`src/logic/pbo_pkg.sv`:
```
// Constants and types for the PCI build-option glue block.
// Assumes one PCI clock domain and a synchronous active-high reset.
//
// Behaviour
// - 66 MHz build sets capable status bit
// - Bus width selects 32 or 64 bits
// - Master and target functions included by option
// - Slow read inserts wait state per read data phase
// - Watchdog stops cycle on backend latency overrun
// - BAR end disconnects, or wraps when disabled
// - Overflow check may disconnect bursts early
// - Capability removal zeroes pointer, keeps registers
// - Interrupt modes: register, off, passthrough
// - Modes 0 and 2 give disable/status bits
// - Queue status register present only by option
// - Backend address width 8 to 32 bits
// - Internal arbiter: no pads, frame/irdy copies
// - Select from AD bit n, else pin
// - Stall timing delays frame, irdy follows it by one clock
// - Device generates bus clock by option
// - Storage in flip-flops, same behaviour
package pbo_pkg;
  // ************************************************************
  // Option defaults
  // ************************************************************
  localparam int unsigned BUS_WIDTH_DEF    = 32;  // 32 or 64
  localparam int unsigned BUS_SPEED_DEF    = 33;  // 33 or 66
  localparam int unsigned BUS_SPEED_FAST   = 66;  // Speed that sets capable bit
  localparam int unsigned ADDR_BITS_DEF    = 16;  // Backend address width
  localparam int unsigned ADDR_BITS_MIN    = 8;   // Least legal backend width
  // ************************************************************
  // Configuration space offsets and fields
  // ************************************************************
  localparam logic [7:0] CFG_CMD_STAT    = 8'h04; // Command and status dword
  localparam logic [7:0] CFG_CAP_PTR     = 8'h34; // Capability pointer
  localparam logic [7:0] CFG_INT_REG     = 8'h48; // Interrupt register
  localparam logic [7:0] CFG_QUEUE_STAT  = 8'h4c; // Queue status register
  localparam logic [7:0] CFG_DMA_BASE    = 8'h50; // First DMA control register
  localparam logic [7:0] CFG_DMA_LAST    = 8'h5c; // Last DMA control register
  localparam int unsigned CMD_INT_DIS_BIT  = 10;  // Interrupt disable in command
  localparam int unsigned STAT_INT_BIT     = 19;  // Interrupt status
  localparam int unsigned STAT_CAP_BIT     = 20;  // Capability list present
  localparam int unsigned STAT_66_BIT      = 21;  // 66 MHz capable
  localparam int unsigned INT_EN_BIT       = 0;   // Enable in interrupt register
  localparam int unsigned INT_PEND_BIT     = 1;   // Pending in interrupt register
  // ************************************************************
  // Timing counts
  // ************************************************************
  localparam int unsigned WDOG_FIRST_CLKS  = 16;  // Initial data latency limit
  localparam int unsigned WDOG_NEXT_CLKS   = 8;   // Subsequent data latency limit
  localparam int unsigned BAR_LOOKAHEAD    = 2;   // Words before top that stop early
  localparam logic [4:0]  WDOG_FIRST = 5'(WDOG_FIRST_CLKS);
  localparam logic [4:0]  WDOG_NEXT  = 5'(WDOG_NEXT_CLKS);
  // ************************************************************
  // State machines
  // ************************************************************
  typedef enum logic [3:0] {
    PBO_T_IDLE = 4'h1, PBO_T_WAIT = 4'h2, PBO_T_DATA = 4'h4, PBO_T_STOP = 4'h8
  } pbo_tstate_t;
  typedef enum logic [5:0] {
    PBO_M_IDLE = 6'h01, PBO_M_REQ = 6'h02, PBO_M_HOLD = 6'h04,
    PBO_M_ADDR = 6'h08, PBO_M_GAP = 6'h10, PBO_M_DATA = 6'h20
  } pbo_mstate_t;
endpackage : pbo_pkg

```
`src/logic/pbo_top.sv`:
```
// PCI build-option glue: target and master sequencing, config view,
// interrupt, arbiter, select and clock options.
// Assumes every bus input is already on clk_i; only the external
// interrupt arrives asynchronously.
`timescale 1ns/1ps
module pbo_top
  import pbo_pkg::*;
#(  // Options fixed at elaboration
  parameter int unsigned BUS_WIDTH          = BUS_WIDTH_DEF,
  parameter int unsigned bus_speed_option   = BUS_SPEED_DEF,
  parameter bit          MASTER_ON          = 1'b1,
  parameter bit          TARGET_ON          = 1'b1,
  parameter bit          SLOW_READ_ON       = 1'b0,
  parameter bit          transfer_timeout_off      = 1'b0,
  parameter bit          window_overflow_check_off = 1'b0,
  parameter bit          capability_list_off       = 1'b0,
  parameter int unsigned INT_MODE           = 0,
  parameter bit          queue_status_reg_on       = 1'b0,
  parameter int unsigned backend_addr_bits  = ADDR_BITS_DEF,
  parameter bit          bus_clock_source_option   = 1'b0,
  parameter bit          internal_arbitration_option = 1'b0,
  parameter int unsigned internal_select_bit_choice  = 0,
  parameter bit          STALL_TIMING       = 1'b0,
  parameter int unsigned BE_W               = BUS_WIDTH / 8
) (
  input  wire logic                          clk_i,
  input  wire logic                          srst_i,
  // Bus side, already on clk_i
  input  wire logic [BUS_WIDTH-1:0]          ad_i,
  input  wire logic [BE_W-1:0]               cbe_i,
  input  wire logic                          frame_n_i,
  input  wire logic                          irdy_n_i,
  input  wire logic                          trdy_n_i,
  input  wire logic                          idsel_pin_i,
  output logic                               par_o,
  output logic                               trdy_n_o,
  output logic                               stop_n_o,
  output logic                               frame_n_o,
  output logic                               irdy_n_o,
  // Target request from address decode
  input  wire logic                          tgt_start_i,
  input  wire logic                          tgt_read_i,
  input  wire logic [backend_addr_bits-1:0]  tgt_addr_i,
  input  wire logic                          be_ready_i,
  output logic [backend_addr_bits-1:0]       be_addr_o,
  output logic                               be_strobe_o,
  output logic                               cfg_select_o,
  // Master request from DMA engine
  input  wire logic                          mst_go_i,
  input  wire logic                          mst_stall_i,
  input  wire logic                          mst_last_i,
  // Arbitration pads and internal paths
  input  wire logic                          gnt_pad_n_i,
  input  wire logic                          gnt_int_n_i,
  output logic                               req_pad_n_o,
  output logic                               req_pad_oe_o,
  output logic                               req_int_n_o,
  output logic                               frame_copy_out_n,
  output logic                               initiator_ready_copy_out_n,
  // Configuration access
  input  wire logic                          cfg_wr_i,
  input  wire logic [7:0]                    cfg_addr_i,
  input  wire logic [31:0]                   cfg_wdata_i,
  input  wire logic [15:0]                   queue_level_i,
  output logic [31:0]                        cfg_rdata_o,
  // Interrupt, open-drain
  input  wire logic                          external_irq_in_n,
  output logic                               inta_n_o,
  output logic                               inta_oe_o,
  // Generated bus clock
  output logic                               bus_clk_o,
  output logic                               bus_clk_oe_o
);
  localparam logic [backend_addr_bits-1:0] WSTEP = backend_addr_bits'(BE_W);
  localparam logic [backend_addr_bits-1:0] TOP_WORD = '1 - (WSTEP - 1'b1);
  localparam logic [backend_addr_bits-1:0] EARLY =
    TOP_WORD - backend_addr_bits'(BAR_LOOKAHEAD) * WSTEP;

  // ************************************************************
  // Interrupt input synchroniser
  // ************************************************************
  logic irq_s1_ff, irq_s2_ff;         // Two-stage, active high after flip
  always_ff @(posedge clk_i) begin
    if (srst_i) begin
      irq_s1_ff <= 1'b0;
      irq_s2_ff <= 1'b0;
    end else begin
      irq_s1_ff <= ~external_irq_in_n;
      irq_s2_ff <= irq_s1_ff;
    end
  end

  // ************************************************************
  // Target sequencer
  // ************************************************************
  pbo_tstate_t                  t_ff, nxt_t;       // Target state
  logic [backend_addr_bits-1:0] addr_ff, nxt_addr; // Window address
  logic [4:0]                   wdog_ff, nxt_wdog; // Latency count
  logic                         first_ff, nxt_first; // First data phase
  logic                         rd_ff, nxt_rd;     // Read transfer
  logic                         xfer;              // Data phase completes
  logic                         at_top, near_top, wd_hit;

  always_comb begin
    xfer     = (t_ff == PBO_T_DATA) && be_ready_i && !irdy_n_i;
    at_top   = (addr_ff >= TOP_WORD);
    near_top = (addr_ff >= EARLY);
    wd_hit   = !transfer_timeout_off &&
               (wdog_ff >= (first_ff ? WDOG_FIRST : WDOG_NEXT));
  end

  // Next target state and counters
  always_comb begin
    nxt_t     = t_ff;
    nxt_addr  = addr_ff;
    nxt_wdog  = wdog_ff;
    nxt_first = first_ff;
    nxt_rd    = rd_ff;
    unique case (t_ff)
      PBO_T_IDLE: begin
        if (TARGET_ON && tgt_start_i) begin
          nxt_addr  = tgt_addr_i;
          nxt_rd    = tgt_read_i;
          nxt_first = 1'b1;
          nxt_wdog  = '0;
          // Read gets one wait state, no holding store needed
          nxt_t = (SLOW_READ_ON && tgt_read_i) ? PBO_T_WAIT : PBO_T_DATA;
        end
      end
      PBO_T_WAIT: begin
        nxt_t    = PBO_T_DATA;
        nxt_wdog = wdog_ff + 5'h01;
      end
      PBO_T_DATA: begin
        if (frame_n_i && xfer) begin
          nxt_t = PBO_T_IDLE;                        // Last phase done
        end else if (xfer) begin
          nxt_first = 1'b0;
          nxt_wdog  = '0;
          nxt_addr  = addr_ff + WSTEP;               // Wraps when check off
          if (!window_overflow_check_off && (at_top || near_top)) begin
            nxt_t = PBO_T_STOP;
          end else if (SLOW_READ_ON && rd_ff) begin
            nxt_t = PBO_T_WAIT;
          end
        end else if (wd_hit) begin
          nxt_t = PBO_T_STOP;                        // Backend too slow
        end else begin
          nxt_wdog = wdog_ff + 5'h01;
        end
      end
      PBO_T_STOP: begin
        if (frame_n_i) begin
          nxt_t = PBO_T_IDLE;                        // Initiator released
        end
      end
      default: nxt_t = PBO_T_IDLE;
    endcase
    if (!frame_n_i && t_ff == PBO_T_IDLE) begin
      nxt_first = nxt_first;
    end
  end

  // Target registers
  always_ff @(posedge clk_i) begin
    if (srst_i) begin
      t_ff     <= PBO_T_IDLE;
      addr_ff  <= '0;
      wdog_ff  <= '0;
      first_ff <= 1'b0;
      rd_ff    <= 1'b0;
    end else begin
      t_ff     <= nxt_t;
      addr_ff  <= nxt_addr;
      wdog_ff  <= nxt_wdog;
      first_ff <= nxt_first;
      rd_ff    <= nxt_rd;
    end
  end

  // Target handshake outputs
  always_comb begin
    trdy_n_o    = !((t_ff == PBO_T_DATA) && be_ready_i);
    // Disconnect with data from BAR_LOOKAHEAD words below the top word onward
    stop_n_o    = !((t_ff == PBO_T_STOP) || ((t_ff == PBO_T_DATA) && wd_hit) ||
                    ((t_ff == PBO_T_DATA) && !window_overflow_check_off &&
                     (at_top || near_top)));
    be_strobe_o = xfer;
    be_addr_o   = addr_ff;
  end

  // ************************************************************
  // Master sequencer
  // ************************************************************
  pbo_mstate_t m_ff, nxt_m;           // Master state
  logic        gnt_n;                 // Grant from chosen source

  always_comb begin
    gnt_n = internal_arbitration_option ? gnt_int_n_i : gnt_pad_n_i;
  end

  // Next master state
  always_comb begin
    nxt_m = m_ff;
    unique case (m_ff)
      PBO_M_IDLE: if (MASTER_ON && mst_go_i) nxt_m = PBO_M_REQ;
      PBO_M_REQ: begin
        // Held while stalled; option delays frame and shortens its gap to irdy
        if (!gnt_n && frame_n_i && irdy_n_i && !mst_stall_i) begin
          nxt_m = STALL_TIMING ? PBO_M_HOLD : PBO_M_ADDR;
        end
      end
      PBO_M_HOLD: nxt_m = PBO_M_ADDR;                 // Extra clock
      // Mode 1 relies on the fetch ending under stall
      PBO_M_ADDR: nxt_m = STALL_TIMING ? PBO_M_DATA : PBO_M_GAP;
      PBO_M_GAP:  nxt_m = PBO_M_DATA;
      PBO_M_DATA: if (!trdy_n_i && mst_last_i) nxt_m = PBO_M_IDLE;
      default:    nxt_m = PBO_M_IDLE;
    endcase
  end

  // Master register
  always_ff @(posedge clk_i) begin
    if (srst_i) begin
      m_ff <= PBO_M_IDLE;
    end else begin
      m_ff <= nxt_m;
    end
  end

  // Master drive and arbiter wiring
  always_comb begin
    frame_n_o = !((m_ff == PBO_M_ADDR) || (m_ff == PBO_M_GAP) ||
                  ((m_ff == PBO_M_DATA) && !mst_last_i));
    irdy_n_o  = !(m_ff == PBO_M_DATA);
    req_int_n_o  = internal_arbitration_option ? !(m_ff == PBO_M_REQ) : 1'b1;
    req_pad_n_o  = internal_arbitration_option ? 1'b1 : !(m_ff == PBO_M_REQ);
    req_pad_oe_o = !internal_arbitration_option;       // No pad
    frame_copy_out_n           = internal_arbitration_option ? frame_n_o : 1'b1;
    initiator_ready_copy_out_n = internal_arbitration_option ? irdy_n_o : 1'b1;
  end

  // ************************************************************
  // Configuration registers
  // ************************************************************
  logic        int_dis_ff, nxt_int_dis;   // Command interrupt disable
  logic        int_en_ff, nxt_int_en;     // Interrupt register enable
  logic [31:0] dma_ff [4];                // DMA control words, flip-flops
  logic [31:0] nxt_dma [4];
  logic [31:0] rdata_ff, nxt_rdata;
  logic        par_ff, nxt_par;
  logic        int_src;                   // Interrupt condition
  logic        inta_ff, nxt_inta;
  logic        clk_div_ff, nxt_clk_div;   // Generated clock
  logic        sel_ff, nxt_sel;

  // Interrupt source per mode
  always_comb begin
    unique case (INT_MODE)
      0:       int_src = irq_s2_ff && int_en_ff;
      2:       int_src = irq_s2_ff;                   // Passthrough
      default: int_src = 1'b0;                        // Disabled
    endcase
    nxt_inta = int_src && !((INT_MODE != 1) && int_dis_ff);
  end

  // Config writes, read mux, parity, select and clock
  always_comb begin
    nxt_int_dis = int_dis_ff;
    nxt_int_en  = int_en_ff;
    nxt_dma     = dma_ff;
    if (cfg_wr_i) begin
      if (cfg_addr_i == CFG_CMD_STAT && INT_MODE != 1) begin
        nxt_int_dis = cfg_wdata_i[CMD_INT_DIS_BIT];
      end
      if (cfg_addr_i == CFG_INT_REG && INT_MODE == 0) begin
        nxt_int_en = cfg_wdata_i[INT_EN_BIT];
      end
      if (cfg_addr_i >= CFG_DMA_BASE && cfg_addr_i <= CFG_DMA_LAST) begin
        nxt_dma[cfg_addr_i[3:2]] = cfg_wdata_i;
      end
    end
    nxt_rdata = '0;
    unique case (cfg_addr_i)
      CFG_CMD_STAT: begin
        nxt_rdata[CMD_INT_DIS_BIT] = (INT_MODE != 1) && int_dis_ff;
        nxt_rdata[STAT_INT_BIT]    = (INT_MODE != 1) && int_src;
        nxt_rdata[STAT_CAP_BIT]    = !capability_list_off;
        nxt_rdata[STAT_66_BIT]     = (bus_speed_option == BUS_SPEED_FAST);
      end
      CFG_CAP_PTR:  nxt_rdata[7:0] = capability_list_off ? 8'h00 : CFG_INT_REG;
      CFG_INT_REG: begin
        nxt_rdata[INT_EN_BIT]   = (INT_MODE == 0) && int_en_ff;
        nxt_rdata[INT_PEND_BIT] = (INT_MODE == 0) && irq_s2_ff;
      end
      CFG_QUEUE_STAT: nxt_rdata[15:0] = queue_status_reg_on ? queue_level_i : 16'h0000;
      default: begin
        if (cfg_addr_i >= CFG_DMA_BASE && cfg_addr_i <= CFG_DMA_LAST) begin
          nxt_rdata = dma_ff[cfg_addr_i[3:2]];
        end
      end
    endcase
    nxt_par     = ^{ad_i, cbe_i};                    // Width follows bus
    nxt_clk_div = bus_clock_source_option ? !clk_div_ff : 1'b0;
    nxt_sel     = (internal_select_bit_choice != 0) ?
                  ad_i[internal_select_bit_choice % BUS_WIDTH] : idsel_pin_i;
  end

  // Config and misc registers
  always_ff @(posedge clk_i) begin
    if (srst_i) begin
      int_dis_ff <= 1'b0;
      int_en_ff  <= 1'b0;
      dma_ff     <= '{default: 32'h0000_0000};
      rdata_ff   <= '0;
      par_ff     <= 1'b0;
      inta_ff    <= 1'b0;
      clk_div_ff <= 1'b0;
      sel_ff     <= 1'b0;
    end else begin
      int_dis_ff <= nxt_int_dis;
      int_en_ff  <= nxt_int_en;
      dma_ff     <= nxt_dma;
      rdata_ff   <= nxt_rdata;
      par_ff     <= nxt_par;
      inta_ff    <= nxt_inta;
      clk_div_ff <= nxt_clk_div;
      sel_ff     <= nxt_sel;
    end
  end

  // Registered outputs
  always_comb begin
    cfg_rdata_o  = rdata_ff;
    par_o        = par_ff;
    inta_n_o     = 1'b0;                 // Open drain pulls low only
    inta_oe_o    = inta_ff;
    bus_clk_o    = clk_div_ff;
    bus_clk_oe_o = bus_clock_source_option;
    cfg_select_o = sel_ff;
  end
endmodule : pbo_top
```
`config.mk`:
```
export PLATFORM = sky130hd
export DESIGN_NAME = pbo_top
export DESIGN_NICKNAME = d
export VERILOG_FILES = /design/src/logic/pbo_pkg.sv /design/src/logic/pbo_top.sv
export SDC_FILE = /design/constraint.sdc
export NUM_CORES = 1
export LEC_CHECK = 0
export ABC_AREA = 1
export BUFFER_PORTS_ARGS = -buffer_cell sky130_fd_sc_hd__buf_2
export CAP_MARGIN = 25
export CORE_MARGIN = 5
export CORE_UTILIZATION = 50
export DETAILED_ROUTE_END_ITERATION = 8
export MAX_ROUTING_LAYER = met4
export PLACE_DENSITY = 0.74
export SLEW_MARGIN = 25
export SYNTH_ARGS = -nofsm -noshare
export SYNTH_HDL_FRONTEND = slang
export SYNTH_SLANG_ARGS = --single-unit
export TNS_END_PERCENT = 5
```
`constraint.sdc`:
```
create_clock -name clk_i -period 2.1 [get_ports clk_i]
set_clock_uncertainty 0.2 [all_clocks]
set_input_delay 0.315 -clock clk_i [delete_from_list [all_inputs] [get_ports clk_i]]
set_output_delay 0.315 -clock clk_i [all_outputs]
set_load 0.005 [all_outputs]
```
# --- After elaboration in Yosys (flattened, before gate mapping) ---
# Cells that the tools add are included.
word_totals:
  register_bits: 199
  input_bits: 124
  out_inout_bits: 64
  elab_cells: 134
classes:
  addsub: 2
  n_lt_le_gt_ge: 7
  eq_ne: 24
  mux: 36
  n_bitwise: 3
  n_reduce_logical: 44
ops:
  columns: ["op", "n"]
  rows:
  - ["128-bit bitwise mux", 1]
  - ["32-bit two-way mux", 3]
  - ["32-bit binary-select mux with 2-bit select", 1]
  - ["32-bit demux with 2-bit select", 1]
  - ["16-bit two-way mux", 3]
  - ["6-bit case mux with 6 select lines", 1]
  - ["36-bit XOR reduction", 1]
  - ["16-bit >= comparator (second input constant)", 2]
  - ["16-bit case mux with 2 select lines", 1]
  - ["5-bit two-way mux", 5]
  - ["4-bit two-way mux", 6]
  - ["22-bit two-way mux", 1]
  - ["6-bit two-way mux", 3]
  - ["16-bit by 3-bit adder with 16-bit output (second input constant)", 1]
  - ["8-bit by 7-bit equality test with 1-bit output (second input constant)", 2]
  - ["4-bit case mux with 4 select lines", 1]
  - ["5-bit case mux with 3 select lines", 1]
  - ["1-bit logical AND", 14]
  - ["2-bit != test (second input constant)", 7]
  - ["6-bit case mux with 2 select lines", 1]
  - ["4-bit AND reduction", 3]
  - ["1-bit zero test", 11]
  - ["3-bit OR reduction", 3]
  - ["8-bit by 3-bit equality test with 1-bit output (second input constant)", 1]
  - ["other kinds (31)", 42]

# --- Longest topological paths before layout ---
depth:
  ltp_word: 6
  ltp_mapped: 14
  depth_no_buf: 14

# --- Worst setup path after synthesis ---
# OpenSTA, ideal clock, no wires.
synth_path:
  path_type: "flip-flop to flip-flop"
  startpoint: "register addr_ff[2], in the netlist be_addr_o[2]"
  endpoint: "register addr_ff[10], in the netlist be_addr_o[10]"
  setup_ns: 0.123
  arrival_ns: 1.431
  t_required_ns: 1.777
  setup_slack_ns: 0.346
  stages_incl_launch_ff: 8
  n_path_buf: 0
  period_less_slack_ns: 1.754
  path_cell_list: "dfxtp_1 ha_1 inv_1 nor3_1 nand2_1 o21a_1 o21ai_0 a31oi_1"
synth_between:
  elab_chain_len: 4
synth_lines:
  columns: ["element", "line", "text"]
  rows:
  - ["start: declaration", "pbo_top.sv:97", "logic [backend_addr_bits-1:0] addr_ff, nxt_addr;"]
  - ["start signal: assignment", "pbo_top.sv:174", "addr_ff <= nxt_addr;"]
  - ["16-bit by 3-bit adder with 16-bit output", "pbo_top.sv:140", "nxt_addr = addr_ff + WSTEP;"]
  - ["16-bit two-way mux", "pbo_top.sv:137", "end else if (xfer) begin"]
  - ["16-bit two-way mux", "pbo_top.sv:135", "if (frame_n_i && xfer) begin"]
  - ["16-bit case mux with 2 select lines", "pbo_top.sv:119", "unique case (t_ff)"]
# Every way passes these cells. The select of a mux whose other input is x is not followed.
# A chain may end at the register's enable or synchronous reset.

# --- Worst setup path after layout ---
layout_path:
  startpoint: "register wdog_ff[3]"
  endpoint: "output port stop_n_o"
layout_between:
  elab_chain_len: 5
layout_lines:
  columns: ["element", "line", "text"]
  rows:
  - ["start: declaration", "pbo_top.sv:98", "logic [4:0] wdog_ff, nxt_wdog;"]
  - ["start signal: assignment", "pbo_top.sv:175", "wdog_ff <= nxt_wdog;"]
  - ["5-bit >= comparator", "pbo_top.sv:109", "(wdog_ff >= (first_ff ? WDOG_FIRST : WDOG_NEXT));"]
  - ["1-bit logical AND", "pbo_top.sv:185", "stop_n_o = !((t_ff == PBO_T_STOP) || ((t_ff == PBO_T_DATA) && wd_hit) ||"]
  - ["1-bit logical OR (2 in a row)", "pbo_top.sv:185", null]
  - ["1-bit zero test", "pbo_top.sv:185", null]
  - ["end: declaration", "pbo_top.sv:37", "output logic stop_n_o,"]
# Every way passes these cells.

==> impl_results.md <==
- Pre-antenna DRT Iters: 6
- Sinks on Clock Net: 197
- Drt total wl: 24.51 mm
- Min-delay worst type: input pin to register
- Count of cell types in the netlist: 37
- Worst-Margin Slew: 0.5897 ns
- Fillers: 1,624
- Ant. Diodes: 0
- Root buf cell: clkbuf_16
- DR DRC count: 0
- Worst setup path class: register to output port
- Die area: 20,950 um^2
- Failing checks: negative setup slack
- Critical path depth in cells: 10
- Critical path arrival: 1.68 ns
- Initial Utilization: 50.70%
- Post-route clock period utilization: 104.7%
- Vias per std cell: 5.322
- Fraction of layout cells with a size suffix above 1: 19.18%
- Overflow after GRT: 0
- Post-route ant nets: 0
- Clock Path Buffers: 2
- Dpl ws: 0.0007393 ns
- TritonCTS clock tree: built
- Row count: 49
- Min-delay src: cfg_addr_i[7]
- Critical path's slowest cell: dfxtp_2
- Post-route setup TNS: -0.09874 ns
- Startpoint types: register
- Reg area: 3959 um^2
- Dpl hpwl: 15.83 mm
- Critical Path Start: wdog_ff[3]
- H-tree depth reported by CTS: 4
- Met2 GRT Util: 39.28%
- Seq/Total Area, Yosys: 43.45%
- Layout net count: 1,625
- Worst Slack Setup Final: -0.09874 ns
- CP Capture Type: output port
- Cells after DPL: 1,648
- Max incr delay on CP: 0.34 ns
- Port Buffers: 162
- Slew Limit Fails: 0
- FF-to-FF path depth: 15
- Placeable Area: 17,900 um^2
- Slew margin rel.: 60.68%
- Synthesized instance count: 1,304
- Fin. Hold Viols: 0
- Clock Latency Late Sink: 0.43 ns
- Critical path's top delay family: simple AND/OR/NAND/NOR gates
- Power per cell area: 801.8 nW/um^2
- Critical path buffer and inverter count: 2
- CP Cell Sequence: inv_2, ha_4, nand3_2, nand2_1, nand2_2, nand2_2, nor2_2, nor2_1, nor2_1, buf_2
- P&R area growth vs syn: 25.79%
- Power Total: 9.155 mW
- Mapped Area: 9076 um^2
- M3 GR Usage: 4.141%
- Fin Hold WS: 0.04758 ns
- Setup Viol. Count Final: 1
- Total Routing Usage GR: 23.58%
- Chip width: 144.7 um
- Max-Cap Viols: 0
- Final Critical Period: 2.199 ns
- Met1 GRT Util: 29.60%
- Clk slew on worst S/H paths: 0.07 ns
- Post-Layout Cell Count: 1,736
- First-pass GRT wire length: 39.24 mm
- Worst path required time: 1.58 ns
- Initial drt markers: 741
- Multi-input gate area: 4497 um^2
- Status: finished with violations
- Ports: 188
- Pin count of the biggest net entering global routing: 117
- YS warnings: 0
- WHS Path Cells: 4
- Most Crowded Layer GR: met2
- Initial antenna violation count: 0
- CP max FO: 2
- Post-synthesis average cell area: 6.960 um^2
- Final Cell Area: 11,420 um^2
- Layout Utilization: 63.78%
- GPL Wtd Cong: 0.8527
- Critical R2R Launch: be_addr_o[3]
- Static leakage: 4.663 nW
- CTS buffer count: 17
- Vias: 9,239
- VDD IR max: 0.0007091 V
- Placed instance area: 10,170 um^2
- Seq cells post-synth: 197
- Vias in the first global route: 8,347
- Wirelength per Cell: 14.12 um
- RSZ-0062 raised after global routing: yes
- Fmax: 454.8 MHz
- Chip height: 144.7 um
timing repair:
item                                    in CTS  in global routing
hold endpoints to repair                   105                  0
endpoints found under the setup margin       2                  8
pin swaps                                   10                  9
setup buffers                               12                  2
gates resized for setup                     27                 14
hold buffers                                42                  0
layout make-up:
class / instances / area share [%]
Multi-Input combinational cell: 924 / 39.39
Clock inverter: 13 / 1.293
Tap cell: 229 / 2.510
Inverter: 104 / 3.441
Timing Repair Buffer: 250 / 14.82
Sequential cell: 197 / 34.67
Clock buffer: 19 / 3.879
metal layers:
metal  wire, um  share of wire (%)
met1      10550                 43
met2      12250                 50
met3       1423                5.8
met4        286                1.2
met5          0                  0
cells in the mapped netlist (all sizes together):
cell      n  share of area (%)
nand2   399                 17
dfxtp   197                 43
a21oi   157                8.7
nand3   136                7.5
inv     104                4.3
o21ai    53                3.0
nor2     52                2.2
clkbuf   49                2.0
buf      35                2.3
a31oi    31                2.1
a22oi    27                2.2
nor3     15                1.0
o22ai     8               0.55
ha        7               0.96
a221oi    5               0.48
nand4     5               0.34
nor4      5               0.34
xnor2     5               0.48
o21a      3               0.25
conb      2              0.083
or2       2               0.14
xor2      2               0.19
a21o      1              0.083
nand3b    1               0.22
nor3b     1              0.083
o211ai    1               0.14
o32ai     1              0.097
kinds of logic (layout without fill, tap and decap cells):
kind of cell | after synthesis | in the layout | synth area share, %
AOI/OAI and AO/OA | 287 | 287 | 17.67
xor gates and xnor gates | 7 | 7 | 0.6755
other | 2 | 7 | 0.08274
adders and majority gates | 7 | 7 | 0.9649
buffers and inverters | 188 | 386 | 8.671
and+or+nand+nor | 616 | 616 | 28.48
DFF | 197 | 197 | 43.45
path summary, 6_finish.rpt:
| kind | endpoint | slack [ns] |
|---|---|---|
| worst max register to register | t_ff[2] | 0.07 |
| worst min-delay path | int_en_ff | 0.05 |
| worst max-delay path | stop_n_o | -0.1 |
| worst min register to register | irq_s2_ff | 0.22 |
cell usage in the layout (no fill, tap or decap), types with 7 or more instances in the layout:
| cell | n |
|---|---|
| dlygate4sd3_1 | 42 |
| a22oi_1 | 27 |
| o22ai_1 | 8 |
| o21ai_1 | 10 |
| o21ai_0 | 42 |
| a21oi_1 | 156 |
| inv_1 | 95 |
| buf_4 | 38 |
| conb_1 | 7 |
| nand3_1 | 132 |
| buf_12 | 9 |
| nor2_1 | 45 |
| inv_2 | 8 |
| dfxtp_1 | 189 |
| nand2_1 | 393 |
| a31oi_1 | 31 |
| clkbuf_16 | 17 |
| buf_2 | 161 |
| nor3_1 | 12 |
tightest hold or removal path, cell delays in order:
cell     delay (ns)
buf_2          0.10
nor3_1         0.06
nand4_1        0.08
a21oi_1        0.06
state kept, by name (all words and copies together) (netlist names):
signal        count
cfg_rdata_o      32
inta_oe_o         1
par_o             1
irq_s1_ff         1
cfg_select_o      1
irq_s2_ff         1
int_en_ff         1
wdog_ff           5
int_dis_ff        1
m_ff              5
t_ff              3
dma_ff          128
be_addr_o        16
first_ff          1
report_power, final:
part	leakage, nW	total [mW]	internal, mW	switching (mW)
combinational	2.80	1.80	0.724	1.08
clock	0.270	3.24	1.80	1.44
sequential	1.60	4.11	3.92	0.186
total	4.66	9.15	6.45	2.71
Note: power is estimated with default switching activity, not from simulation.
